[config.mk]
export PLATFORM = sky130hd
export DESIGN_NAME = ddac_regmap
export DESIGN_NICKNAME = d
export VERILOG_FILES = /design/src/hdl/ddac_pkg.sv /design/src/hdl/ddac_link_if.sv /design/src/hdl/ddac_serial_rx.sv /design/src/hdl/ddac_regmap.sv
export SDC_FILE = /design/constraint.sdc
export NUM_CORES = 1
export LEC_CHECK = 0
export ABC_AREA = 0
export BUFFER_PORTS_ARGS = -buffer_cell sky130_fd_sc_hd__buf_2
export CAP_MARGIN = 20
export CORE_ASPECT_RATIO = 0.9
export CORE_MARGIN = 2
export CORE_UTILIZATION = 45
export CTS_CLUSTER_DIAMETER = 30
export DETAILED_ROUTE_END_ITERATION = 6
export REMOVE_ABC_BUFFERS = 1
export SLEW_MARGIN = 25
export SYNTH_ARGS = -nofsm -noshare
export SYNTH_HDL_FRONTEND = slang
export SYNTH_SLANG_ARGS = --single-unit
[constraint.sdc]
create_clock -name CLK -period 1.47 [get_ports CLK]
set_input_delay 0.147 -clock CLK [delete_from_list [all_inputs] [get_ports CLK]]
set_output_delay 0.147 -clock CLK [all_outputs]
set_load 0.01 [all_outputs]
[src/hdl/ddac_pkg.sv]
// Constants shared by the dual DAC serial register map and its frame receiver.
// Assumes a 40 MHz system clock and a host that shifts 24-bit frames.
package ddac_pkg;
   // Frame layout, most significant bit first on the wire.
   localparam int FRAME_BITS = 24;
   localparam int DATA_W     = 16;
   localparam int RW_BIT     = 23;
   localparam int RSV_BIT    = 22;
   localparam int REG_MSB    = 21;
   localparam int REG_LSB    = 19;
   localparam int ADR_MSB    = 18;
   localparam int ADR_LSB    = 16;

   // Register select field codes.
   localparam logic [2:0] REG_VALUE = 3'h0;
   localparam logic [2:0] REG_SPAN  = 3'h1;
   localparam logic [2:0] REG_POWER = 3'h2;
   localparam logic [2:0] REG_CTRL  = 3'h3;

   // Channel address field codes.
   localparam logic [2:0] ADR_CHAN_A = 3'h0;
   localparam logic [2:0] ADR_CHAN_B = 3'h2;
   localparam logic [2:0] ADR_BOTH   = 3'h4;

   // Control function selectors carried in the channel address field.
   localparam logic [2:0] FN_NOP   = 3'h0;
   localparam logic [2:0] FN_CFG   = 3'h1;
   localparam logic [2:0] FN_CLEAR = 3'h4;
   localparam logic [2:0] FN_LOAD  = 3'h5;

   // Configuration bit positions and reset value (clamp enabled only).
   localparam int CFG_TSD_EN  = 3;
   localparam int CFG_CLAMP   = 2;
   localparam int CFG_CLR_SEL = 1;
   localparam int CFG_SDO_DIS = 0;
   localparam logic [3:0] CFG_RESET = 4'h4;

   // Power control word bit positions.
   localparam int PWR_PU_A  = 0;
   localparam int PWR_PU_B  = 2;
   localparam int PWR_TSD   = 5;
   localparam int PWR_OC_A  = 7;
   localparam int PWR_OC_B  = 9;
   localparam int PWR_ZERO  = 10;

   // Span codes; codes from SPAN_PM5 upward are bipolar.
   localparam logic [2:0] SPAN_P5     = 3'h0;
   localparam logic [2:0] SPAN_P10    = 3'h1;
   localparam logic [2:0] SPAN_P10_8  = 3'h2;
   localparam logic [2:0] SPAN_PM5    = 3'h3;
   localparam logic [2:0] SPAN_PM10   = 3'h4;
   localparam logic [2:0] SPAN_PM10_8 = 3'h5;
   localparam logic [2:0] SPAN_RESET  = 3'h0;

   // Codes for zero and midscale in straight or offset binary.
   localparam logic [15:0] CODE_ZERO  = 16'h0000;
   localparam logic [15:0] CODE_MID   = 16'h8000;
   localparam logic [15:0] VALUE_RESET = 16'h0000;

   // Host power-up wait, kept for benches that check host pacing.
   localparam int CLK_PERIOD_PS  = 25000;
   localparam int PWR_UP_TIME_NS = 10000;
   localparam int PWR_UP_CYCLES  = (PWR_UP_TIME_NS * 1000 + CLK_PERIOD_PS - 1) / CLK_PERIOD_PS;

   typedef enum logic {RX_IDLE, RX_SHIFT} ddac_rx_state_t;
endpackage

[src/hdl/ddac_link_if.sv]
// Carries received frames and readback words between receiver and register map.
// Assumes both ends run on the same system clock.
`timescale 1ns/1ps
interface ddac_link_if;
   logic        frame_valid;
   logic [23:0] frame_word;
   logic        frame_active;
   logic        serial_data_out;
   logic        tx_load;
   logic [23:0] tx_word;

   modport rx   (output frame_valid, frame_word, frame_active, serial_data_out, input tx_load, tx_word);
   modport core (input frame_valid, frame_word, frame_active, serial_data_out, output tx_load, tx_word);
endinterface

[src/hdl/ddac_serial_rx.sv]
// Serial frame receiver: synchronises the link pins, shifts frames in and
// readback words out. Assumes the link clock is much slower than clk.
`timescale 1ns/1ps
module ddac_serial_rx #(
   parameter int FRAME_BITS = ddac_pkg::FRAME_BITS
) (
   input  wire logic  clk,
   input  wire logic  rst_n,
   input  wire logic  sclk,
   input  wire logic  sync_n,
   input  wire logic  serial_data_in,
   ddac_link_if.rx    lnk
);
   logic [2:0]            sclk_q;
   logic [1:0]            sync_q;
   logic [1:0]            serial_data_in_q;
   logic [FRAME_BITS-1:0] rx_q;
   logic [FRAME_BITS-1:0] tx_q;
   logic [5:0]            cnt_q;
   logic                  valid_q;
   ddac_pkg::ddac_rx_state_t state_q;

   // Edges are taken between the second and third stages, never the first.
   wire sclk_fall = sclk_q[2] & ~sclk_q[1];
   wire sclk_rise = ~sclk_q[2] & sclk_q[1];
   wire in_frame  = (state_q == ddac_pkg::RX_SHIFT);
   wire frame_end = in_frame & sync_q[1];

   // Pin synchronisers.
   always_ff @(posedge clk) begin
      if (!rst_n) begin
         sclk_q <= 3'h7;
         sync_q <= 2'h3;
         serial_data_in_q <= 2'h0;
      end else begin
         sclk_q <= {sclk_q[1:0], sclk};
         sync_q <= {sync_q[0], sync_n};
         serial_data_in_q <= {serial_data_in_q[0], serial_data_in};
      end
   end

   // Frame state: data is taken on falling link-clock edges, readback moves on rising ones.
   always_ff @(posedge clk) begin
      if (!rst_n) begin
         state_q <= ddac_pkg::RX_IDLE;
         cnt_q   <= 6'h00;
         rx_q    <= '0;
         tx_q    <= '0;
         valid_q <= 1'b0;
      end else begin
         valid_q <= frame_end && (cnt_q == 6'(FRAME_BITS)); // see RQ1
         case (state_q)
            ddac_pkg::RX_IDLE: begin
               if (lnk.tx_load) begin
                  tx_q <= lnk.tx_word;
               end
               if (!sync_q[1]) begin
                  state_q <= ddac_pkg::RX_SHIFT;
                  cnt_q   <= 6'h00;
               end
            end
            ddac_pkg::RX_SHIFT: begin
               if (sync_q[1]) begin
                  state_q <= ddac_pkg::RX_IDLE;
               end else if (sclk_fall) begin
                  rx_q <= {rx_q[FRAME_BITS-2:0], serial_data_in_q[1]}; // see RQ1
                  if (cnt_q != 6'h3F) begin
                     cnt_q <= cnt_q + 6'h01;
                  end
               end else if (sclk_rise && cnt_q != 6'h00) begin
                  tx_q <= {tx_q[FRAME_BITS-2:0], 1'b0};
               end
            end
            default: state_q <= ddac_pkg::RX_IDLE;
         endcase
      end
   end

   assign lnk.frame_valid  = valid_q;
   assign lnk.frame_word   = rx_q;
   assign lnk.frame_active = in_frame;
   assign lnk.serial_data_out          = tx_q[FRAME_BITS-1];
endmodule

[src/hdl/ddac_regmap.sv]
// Register map and control logic of a dual voltage-output DAC behind a
// 24-bit serial port. Assumes fault and pin inputs are asynchronous to CLK.
//
// How it works
// (RQ1) Frame: 24 bits, MSB first, fixed fields.
// (RQ2) Address 000 A, 010 B, 100 both.
// (RQ3) Select 000 writes channel conversion values.
// (RQ4) Value left-aligned, low bits dropped by resolution.
// (RQ5) Select 001 stores span code bits 2..0.
// (RQ6) Span codes map to six output ranges.
// (RQ7) Select 011: address field picks function.
// (RQ8) Function 000 changes nothing.
// (RQ9) Function 100 loads clear code, updates outputs.
// (RQ10) Function 101 transfers values to outputs.
// (RQ11) Function 001 writes four configuration bits.
// (RQ12) Serial output disable bit, default enabled.
// (RQ13) Clear code by select bit and polarity.
// (RQ14) Clamp on: no overcurrent power-down.
// (RQ15) Thermal shutdown only when enabled, default off.
// (RQ16) Select 010, address 000 writes power word.
// (RQ17) Power word bits 0,2,5,7,9.
// (RQ18) Power-up bits start cleared, control channels.
// (RQ19) Host waits 10 us before loading.
// (RQ20) Clamp off: overcurrent clears power-up bit.
// (RQ21) Overtemperature powers both down, sets alert.
// (RQ22) Overcurrent sets channel overcurrent flag.
// (RQ23) Clamp mode: flag clears when fault gone.
// (RQ24) Unused bits ignored, read back zero.
`timescale 1ns/1ps
module ddac_regmap #(
   parameter int RES_BITS = 16
) (
   input  wire logic        CLK,
   input  wire logic        RST_N,
   input  wire logic        SCLK,
   input  wire logic        SYNC_N,
   input  wire logic        SERIAL_DATA_IN,
   input  wire logic        LOAD_OUTPUTS_PIN_N,
   input  wire logic        ASYNC_CLEAR_PIN_N,
   input  wire logic        OVERCURRENT_A,
   input  wire logic        OVERCURRENT_B,
   input  wire logic        OVERTEMP,
   output logic             SERIAL_DATA_OUT,
   output logic             SERIAL_DATA_OUT_OE_N,
   output logic [15:0]      OUT_CODE_A,
   output logic [15:0]      OUT_CODE_B,
   output logic [2:0]       SPAN_A,
   output logic [2:0]       SPAN_B,
   output logic             CHAN_A_POWER_ON,
   output logic             CHAN_B_POWER_ON,
   output logic             CLAMP_ENABLE,
   output logic             THERMAL_SHUTDOWN_ENABLE
);
   ddac_link_if lnk ();

   ddac_serial_rx #(
      .FRAME_BITS (ddac_pkg::FRAME_BITS)
   ) u_rx (
      .clk    (CLK),
      .rst_n  (RST_N),
      .sclk   (SCLK),
      .sync_n (SYNC_N),
      .serial_data_in   (SERIAL_DATA_IN),
      .lnk    (lnk.rx)
   );

   // Keeps the converter's resolution left-aligned in the 16-bit field.
   function automatic logic [15:0] align_value(input logic [15:0] d);
      logic [15:0] mask;
      mask = 16'hFFFF << (16 - RES_BITS);
      return d & mask;
   endfunction

   // Codes from SPAN_PM5 up are bipolar; offset binary is assumed there.
   function automatic logic [15:0] clear_code(input logic [2:0] span, input logic sel);
      logic bipolar;
      bipolar = (span >= ddac_pkg::SPAN_PM5);
      if (!sel) begin
         return bipolar ? ddac_pkg::CODE_MID : ddac_pkg::CODE_ZERO;
      end
      return bipolar ? ddac_pkg::CODE_ZERO : ddac_pkg::CODE_MID;
   endfunction

   // Asynchronous pins: two stages, then a third only for edge detection.
   logic [4:0] pin_s1_q;
   logic [4:0] pin_s2_q;
   logic [1:0] pin_s3_q;

   always_ff @(posedge CLK) begin
      if (!RST_N) begin
         pin_s1_q <= 5'h03;
         pin_s2_q <= 5'h03;
         pin_s3_q <= 2'h3;
      end else begin
         pin_s1_q <= {OVERTEMP, OVERCURRENT_B, OVERCURRENT_A,
                      ASYNC_CLEAR_PIN_N, LOAD_OUTPUTS_PIN_N};
         pin_s2_q <= pin_s1_q;
         pin_s3_q <= pin_s2_q[1:0];
      end
   end

   wire       load_outputs_pin_fall  = pin_s3_q[0] & ~pin_s2_q[0];
   wire       clr_fall   = pin_s3_q[1] & ~pin_s2_q[1];
   wire [1:0] oc_in      = pin_s2_q[3:2];
   wire       overtemp_s = pin_s2_q[4];

   // Registers of the map.
   logic [15:0] val_q [2];
   logic [15:0] out_q [2];
   logic [2:0]  span_q [2];
   logic [3:0]  cfg_q;
   logic [1:0]  pu_q;
   logic [1:0]  oc_q;
   logic        tsd_flag_q;
   logic [15:0] val_d [2];
   logic [15:0] out_d [2];
   logic [2:0]  span_d [2];
   logic [1:0]  pu_d;
   logic [1:0]  oc_d;
   logic        tsd_flag_d;

   // Frame field decode.
   wire [23:0] fw       = lnk.frame_word;
   wire        wr       = lnk.frame_valid & ~fw[ddac_pkg::RW_BIT];
   wire        rd       = lnk.frame_valid & fw[ddac_pkg::RW_BIT];
   wire [2:0]  reg_sel  = fw[ddac_pkg::REG_MSB:ddac_pkg::REG_LSB];
   wire [2:0]  chan_adr = fw[ddac_pkg::ADR_MSB:ddac_pkg::ADR_LSB];
   wire [15:0] data     = fw[15:0];

   // Channel decode: patterns outside the three listed select nothing.
   wire [1:0] chan_sel = {chan_adr == ddac_pkg::ADR_CHAN_B || chan_adr == ddac_pkg::ADR_BOTH,
                          chan_adr == ddac_pkg::ADR_CHAN_A || chan_adr == ddac_pkg::ADR_BOTH}; // see RQ2

   wire wr_val  = wr && reg_sel == ddac_pkg::REG_VALUE;                          // see RQ3
   wire wr_span = wr && reg_sel == ddac_pkg::REG_SPAN;                           // see RQ5
   wire wr_pwr  = wr && reg_sel == ddac_pkg::REG_POWER && chan_adr == 3'h0;      // see RQ16
   wire wr_ctl  = wr && reg_sel == ddac_pkg::REG_CTRL;                           // see RQ7
   wire fn_nop  = wr_ctl && chan_adr == ddac_pkg::FN_NOP;                        // see RQ8
   wire fn_cfg  = wr_ctl && chan_adr == ddac_pkg::FN_CFG;                        // see RQ11
   wire fn_clr  = (wr_ctl && chan_adr == ddac_pkg::FN_CLEAR) || clr_fall;        // see RQ9
   wire fn_load = (wr_ctl && chan_adr == ddac_pkg::FN_LOAD) || load_outputs_pin_fall;        // see RQ10

   wire       clamp_on  = cfg_q[ddac_pkg::CFG_CLAMP];
   wire       tsd_trip  = overtemp_s & cfg_q[ddac_pkg::CFG_TSD_EN];              // see RQ15
   wire [1:0] pu_wdata  = {data[ddac_pkg::PWR_PU_B], data[ddac_pkg::PWR_PU_A]};  // see RQ17
   wire [1:0] oc_trip   = oc_in & {2{~clamp_on}};                                // see RQ14

   // Next state per channel. Hardware power-down beats a host power-up write,
   // and a fault that is still present beats any clear of its flag.
   always_comb begin
      tsd_flag_d = tsd_trip ? 1'b1 : (wr_pwr ? 1'b0 : tsd_flag_q);                 // see RQ21
      for (int i = 0; i < 2; i++) begin
         val_d[i]  = val_q[i];
         out_d[i]  = out_q[i];
         span_d[i] = span_q[i];
         if (wr_span && chan_sel[i]) begin
            span_d[i] = data[2:0];                                                // see RQ5
         end
         if (fn_clr) begin
            val_d[i] = clear_code(span_q[i], cfg_q[ddac_pkg::CFG_CLR_SEL]);       // see RQ13
            out_d[i] = val_d[i];                                                  // see RQ9
         end else begin
            if (wr_val && chan_sel[i]) begin
               val_d[i] = align_value(data);                                      // see RQ4
            end
            if (fn_load) begin
               out_d[i] = val_q[i];                                               // see RQ10
            end
         end
         if (tsd_trip || oc_trip[i]) begin
            pu_d[i] = 1'b0;                                                       // see RQ20
         end else if (wr_pwr) begin
            pu_d[i] = pu_wdata[i];                                                // see RQ18
         end else begin
            pu_d[i] = pu_q[i];
         end
         if (oc_in[i]) begin
            oc_d[i] = 1'b1;                                                       // see RQ22
         end else if (clamp_on || (wr_pwr && pu_wdata[i])) begin
            oc_d[i] = 1'b0;                                                       // see RQ23
         end else begin
            oc_d[i] = oc_q[i];
         end
      end
   end

   // Register update; power-up bits and thermal enable start cleared.
   always_ff @(posedge CLK) begin
      if (!RST_N) begin
         for (int i = 0; i < 2; i++) begin
            val_q[i]  <= ddac_pkg::VALUE_RESET;
            out_q[i]  <= ddac_pkg::VALUE_RESET;
            span_q[i] <= ddac_pkg::SPAN_RESET;
         end
         cfg_q      <= ddac_pkg::CFG_RESET;                                       // see RQ15
         pu_q       <= 2'h0;                                                      // see RQ18
         oc_q       <= 2'h0;
         tsd_flag_q <= 1'b0;
      end else begin
         val_q      <= val_d;
         out_q      <= out_d;
         span_q     <= span_d;
         cfg_q      <= fn_cfg ? data[3:0] : cfg_q;                                // see RQ11
         pu_q       <= pu_d;
         oc_q       <= oc_d;
         tsd_flag_q <= tsd_flag_d;
      end
   end

   // Readback word; every position not holding a field reads as zero.
   wire [15:0] pwr_word = {5'h00, 1'b0, oc_q[1], 1'b0, oc_q[0], 1'b0, tsd_flag_q,
                           2'h0, pu_q[1], 1'b0, pu_q[0]};                         // see RQ24
   wire [15:0] rd_val   = (chan_adr == ddac_pkg::ADR_CHAN_B) ? val_q[1] : val_q[0];
   wire [15:0] rd_data  = (reg_sel == ddac_pkg::REG_VALUE) ? rd_val :
                          (reg_sel == ddac_pkg::REG_SPAN)  ?
                             {13'h0000, (chan_adr == ddac_pkg::ADR_CHAN_B) ? span_q[1] : span_q[0]} :
                          (reg_sel == ddac_pkg::REG_POWER) ? pwr_word :
                          (reg_sel == ddac_pkg::REG_CTRL)  ? {12'h000, cfg_q} : 16'h0000; // see RQ24

   assign lnk.tx_load = rd;
   assign lnk.tx_word = {fw[23:16], rd_data};

   // Outputs are all registered so pins never see decode glitches.
   always_ff @(posedge CLK) begin
      if (!RST_N) begin
         SERIAL_DATA_OUT         <= 1'b0;
         SERIAL_DATA_OUT_OE_N    <= 1'b1;
         OUT_CODE_A              <= ddac_pkg::VALUE_RESET;
         OUT_CODE_B              <= ddac_pkg::VALUE_RESET;
         SPAN_A                  <= ddac_pkg::SPAN_RESET;
         SPAN_B                  <= ddac_pkg::SPAN_RESET;
         CHAN_A_POWER_ON         <= 1'b0;
         CHAN_B_POWER_ON         <= 1'b0;
         CLAMP_ENABLE            <= 1'b1;
         THERMAL_SHUTDOWN_ENABLE <= 1'b0;
      end else begin
         SERIAL_DATA_OUT         <= lnk.serial_data_out;
         SERIAL_DATA_OUT_OE_N    <= cfg_q[ddac_pkg::CFG_SDO_DIS] | ~lnk.frame_active; // see RQ12
         OUT_CODE_A              <= out_q[0];
         OUT_CODE_B              <= out_q[1];
         SPAN_A                  <= span_q[0];                                    // see RQ6
         SPAN_B                  <= span_q[1];
         CHAN_A_POWER_ON         <= pu_q[0];
         CHAN_B_POWER_ON         <= pu_q[1];
         CLAMP_ENABLE            <= cfg_q[ddac_pkg::CFG_CLAMP];
         THERMAL_SHUTDOWN_ENABLE <= cfg_q[ddac_pkg::CFG_TSD_EN];
      end
   end
endmodule

==> flow_summary.json <==
{
  "crit_path_frequent_cell": "buf_6",
  "worstMarginPinSlew_ps": 481,
  "yosysSeqAreaShare_pct": 53.5,
  "fin_ws_ps": -204,
  "totalWireLength_um": 19200,
  "cts_buffer_depth": 2,
  "hold_class": "in -> reg",
  "cts_tree": "done",
  "finClkSkew_ps": 10.2,
  "critPathBufInv": 4,
  "synth_edf_count": 0,
  "initial_core_util_pct": 45.9,
  "routed_via_density": 5.30,
  "final_antenna_net_count": 0,
  "worstSetupStartpointType": "flip-flop",
  "insertion_delay_ps": 440,
  "slowest_delay_ps": 360,
  "crit_family": "buffers and inverters",
  "rsz0062_at_grt": "yes",
  "path_class": "reg -> reg",
  "clk_pin_slew_ps": 70,
  "critPathMaxFanout": 6,
  "fillers": 1276,
  "holdWs_ps": 160,
  "rows": 44,
  "gp_congestion": 0.822,
  "die_h_um": 126,
  "timing.fmax_mhz": 597,
  "diodes": 0,
  "clock_sinks": 198,
  "synthArstFlopShare_pct": 0,
  "yosys.area.top_type": "dfxtp_1",
  "p_leak_uw": 0.00440,
  "grt_pass1_vias": 5655,
  "h-tree-depth": 4,
  "yosys_warnings": 0,
  "synth-xor-area-share_pct": 0.473,
  "syn_avg_cell_area_um2": 9.58,
  "grt_pass1_wl_um": 29500,
  "end_kind": "flip-flop",
  "finalCritPeriodShare_pct": 114,
  "wl_per_cell_um": 17.1,
  "synthMuxAreaShare_pct": 6.35,
  "drt_iter0_markers": 420,
  "ir_drop_uv": 869,
  "crit_chain": "buf_6 -> and2b_1 -> a21oi_2 -> a31oi_4 -> buf_6 -> clkbuf_16 -> buf_6 -> o211a_1",
  "violations": "negative setup slack",
  "synth-seq-cells": 198,
  "cpMaxStageDelayCell": "dfxtp_4",
  "report.final.slew_viol_count": 0,
  "cap_violations": 0,
  "grt_max_degree": 57,
  "grt-ovfl-total": 0,
  "slew_headroom_pct": 67.9,
  "synth_area_leaders": "dfxtp_1 54%, nand2_1 7.0%, mux2i_1 6.4%",
  "post-synth-top-area-fraction_pct": 53.5,
  "drc": 0,
  "grtUsageTotal_pct": 21.2,
  "layout-drive-gt1-share_pct": 34.0,
  "crit_required_ps": 1800,
  "num_vias": 5932,
  "cts_buffers": 17,
  "nets": 911,
  "synth_compound_area_share_pct": 14.6,
  "final_area_um2": 10100,
  "synth_top_flop_cell": "dfxtp_1",
  "cts_root_buf": "clkbuf_16",
  "synth_top_family_by_area": "simple AND/OR/NAND/NOR gates",
  "antenna_found_initial": 0,
  "yosys.area_share.simple_pct": 20.2,
  "ys_types": 50,
  "power_density_nw_per_um2": 1040,
  "io_pins": 54,
  "postPlaceCellArea_um2": 8230,
  "cp.arrival_ps": 2000,
  "final_hold_viol_count": 0,
  "numPortBuffers": 53,
  "setup_viol": 99,
  "dieArea_um2": 17500,
  "min_period_ps": 1670,
  "die_w_um": 139,
  "status": "complete, but fails checks",
  "synthCells": 773,
  "finalSetupTns_ps": -12940,
  "drt_first_pass_iters": 6,
  "syn2layout_area_growth_pct": 36.2,
  "synth_fa_ha_area_share_pct": 0.338,
  "synth_area_um2": 7400,
  "dp_hpwl_um": 10900,
  "core_um2": 16100
}
per-layer routing:
| metal | up-vias | GRT usage, % | wire length (µm) |
|---|---|---|---|
| li1 | 2881 | - | - |
| met1 | 2877 | 28.7 | 8570 |
| met2 | 143 | 33.8 | 9310 |
| met3 | 31 | 4.30 | 891 |
| met4 | 0 | 7.78 | 388 |
| met5 | - | 0 | 0 |
cells in the mapped netlist, drive strengths merged (4+ instances only):
cell type  count
nand2        139
nor3b          7
and2          56
a22o          22
nor2          30
dfxtp        198
a31oi          4
o21ai         27
nand3         13
o211a          8
clkbuf        27
xnor2          4
buf           29
nand2b        14
o2111ai        4
mux2i         47
inv            7
nor2b          9
a21boi        30
a21oi         61
nor3           6
sequential cells by signal, summed over array words and instances (netlist names), 2 cells and up:
signal / cells
pu_q: 2
span_q: 6
u_rx.cnt_q: 6
val_q: 32
pin_s2_q: 5
u_rx.lnk.frame_word: 24
SPAN_B: 3
cfg_q: 4
oc_q: 2
out_q: 32
u_rx.sync_q: 2
pin_s1_q: 5
OUT_CODE_B: 16
OUT_CODE_A: 16
u_rx.tx_q: 24
u_rx.sclk_q: 3
SPAN_A: 3
u_rx.serial_data_in_q: 2
pin_s3_q: 2
worst reg2reg max path: stages (launching register included):
cell and delay, ps:
dfxtp_4 360, buf_6 130, and2b_1 180, a21oi_2 190, a31oi_4 90, buf_6 160
clkbuf_16 150, buf_6 110, o211a_1 190
cell type report:
| type | count | area [µm²] | share of cell area [%] |
|---|---|---|---|
| clock buffers | 18 | 439 | 4.36 |
| inverters | 7 | 31.3 | 0.310 |
| flip-flops and latches | 198 | 3980 | 39.5 |
| well taps | 207 | 259 | 2.57 |
| repair buffers | 160 | 1510 | 15.0 |
| clock inverters | 14 | 164 | 1.63 |
| multi-input cells | 515 | 3690 | 36.6 |
where the power goes:
| part | internal [µW] | switching, µW | total, µW |
|---|---|---|---|
| sequential | 5380 | 10.9 | 5390 |
| combinational | 154 | 191 | 345 |
| clock | 2600 | 2150 | 4750 |
path summary, 6_finish.rpt:
path	from	to	slack, ps	cells after the start
min	RST_N	pin_s3_q[0]	160	3
min reg2reg	u_rx.sync_q[0]	u_rx.sync_q[1]	420	1
max	u_rx.lnk.frame_word[23]	u_rx.tx_q[22]	-200	8
max reg2reg	u_rx.lnk.frame_word[23]	u_rx.tx_q[22]	-200	8
cells in the final DEF, fill, tap and decap left out, drive strengths merged, types with 2 or more instances in the layout:
master and instances:
dlygate4sd3 8, inv 12, o211ai 3, nor3b 7, bufinv 2, nor3 6, mux2i 47, a31oi 4
a21oi 61, and3 2, o21a 2, clkinvlp 4, o2111ai 4, a22o 22, dfxtp 198, ha 2
nor2b 9, xnor2 4, o21ai 27, o211a 8, clkbuf 21, o22ai 3, and2 56, buf 148
nand3 13, nand2b 14, clkinv 3, nor4b 3, nand3b 3, nand4 2, a21boi 30, nand2 139
nor2 33
per-stage QoR:
stage / power, µW / util [%] / cells / setup slack (ps)
3_3_place_gp: 5760 / 51.0 / 1045 / -427
6_report: 10500 / 62.5 / 1119 / -204
3_5_place_dp: 5760 / 51.0 / 1045 / -471
5_1_grt: 10800 / 62.5 / 1119 / -281
4_1_cts: 10500 / 59.4 / 1111 / -143
2_1_floorplan: 5610 / - / 717 / -1980
what timing repair did:
| item | CTS | global route |
|---|---|---|
| gates resized for setup | 99 | 128 |
| hold buffers | 8 | 0 |
| gates cloned | 11 | 5 |
| setup endpoints to repair | 126 | 124 |
| hold endpoints to repair | 8 | 0 |
| buffers inserted | 16 | 7 |
| pin swaps | 51 | 49 |
cells by family (layout without fill, tap and decap cells):
logic type | count (synthesis) | in the layout
and+or+nand+nor | 292 | 295
DFF | 198 | 198
AOI/OAI and AO/OA | 167 | 167
buffers and inverters | 63 | 199
muxes | 47 | 47
xor gates and xnor gates | 4 | 4
adders and majority gates | 2 | 2
No activity file was read; power rests on OpenSTA's default activity.
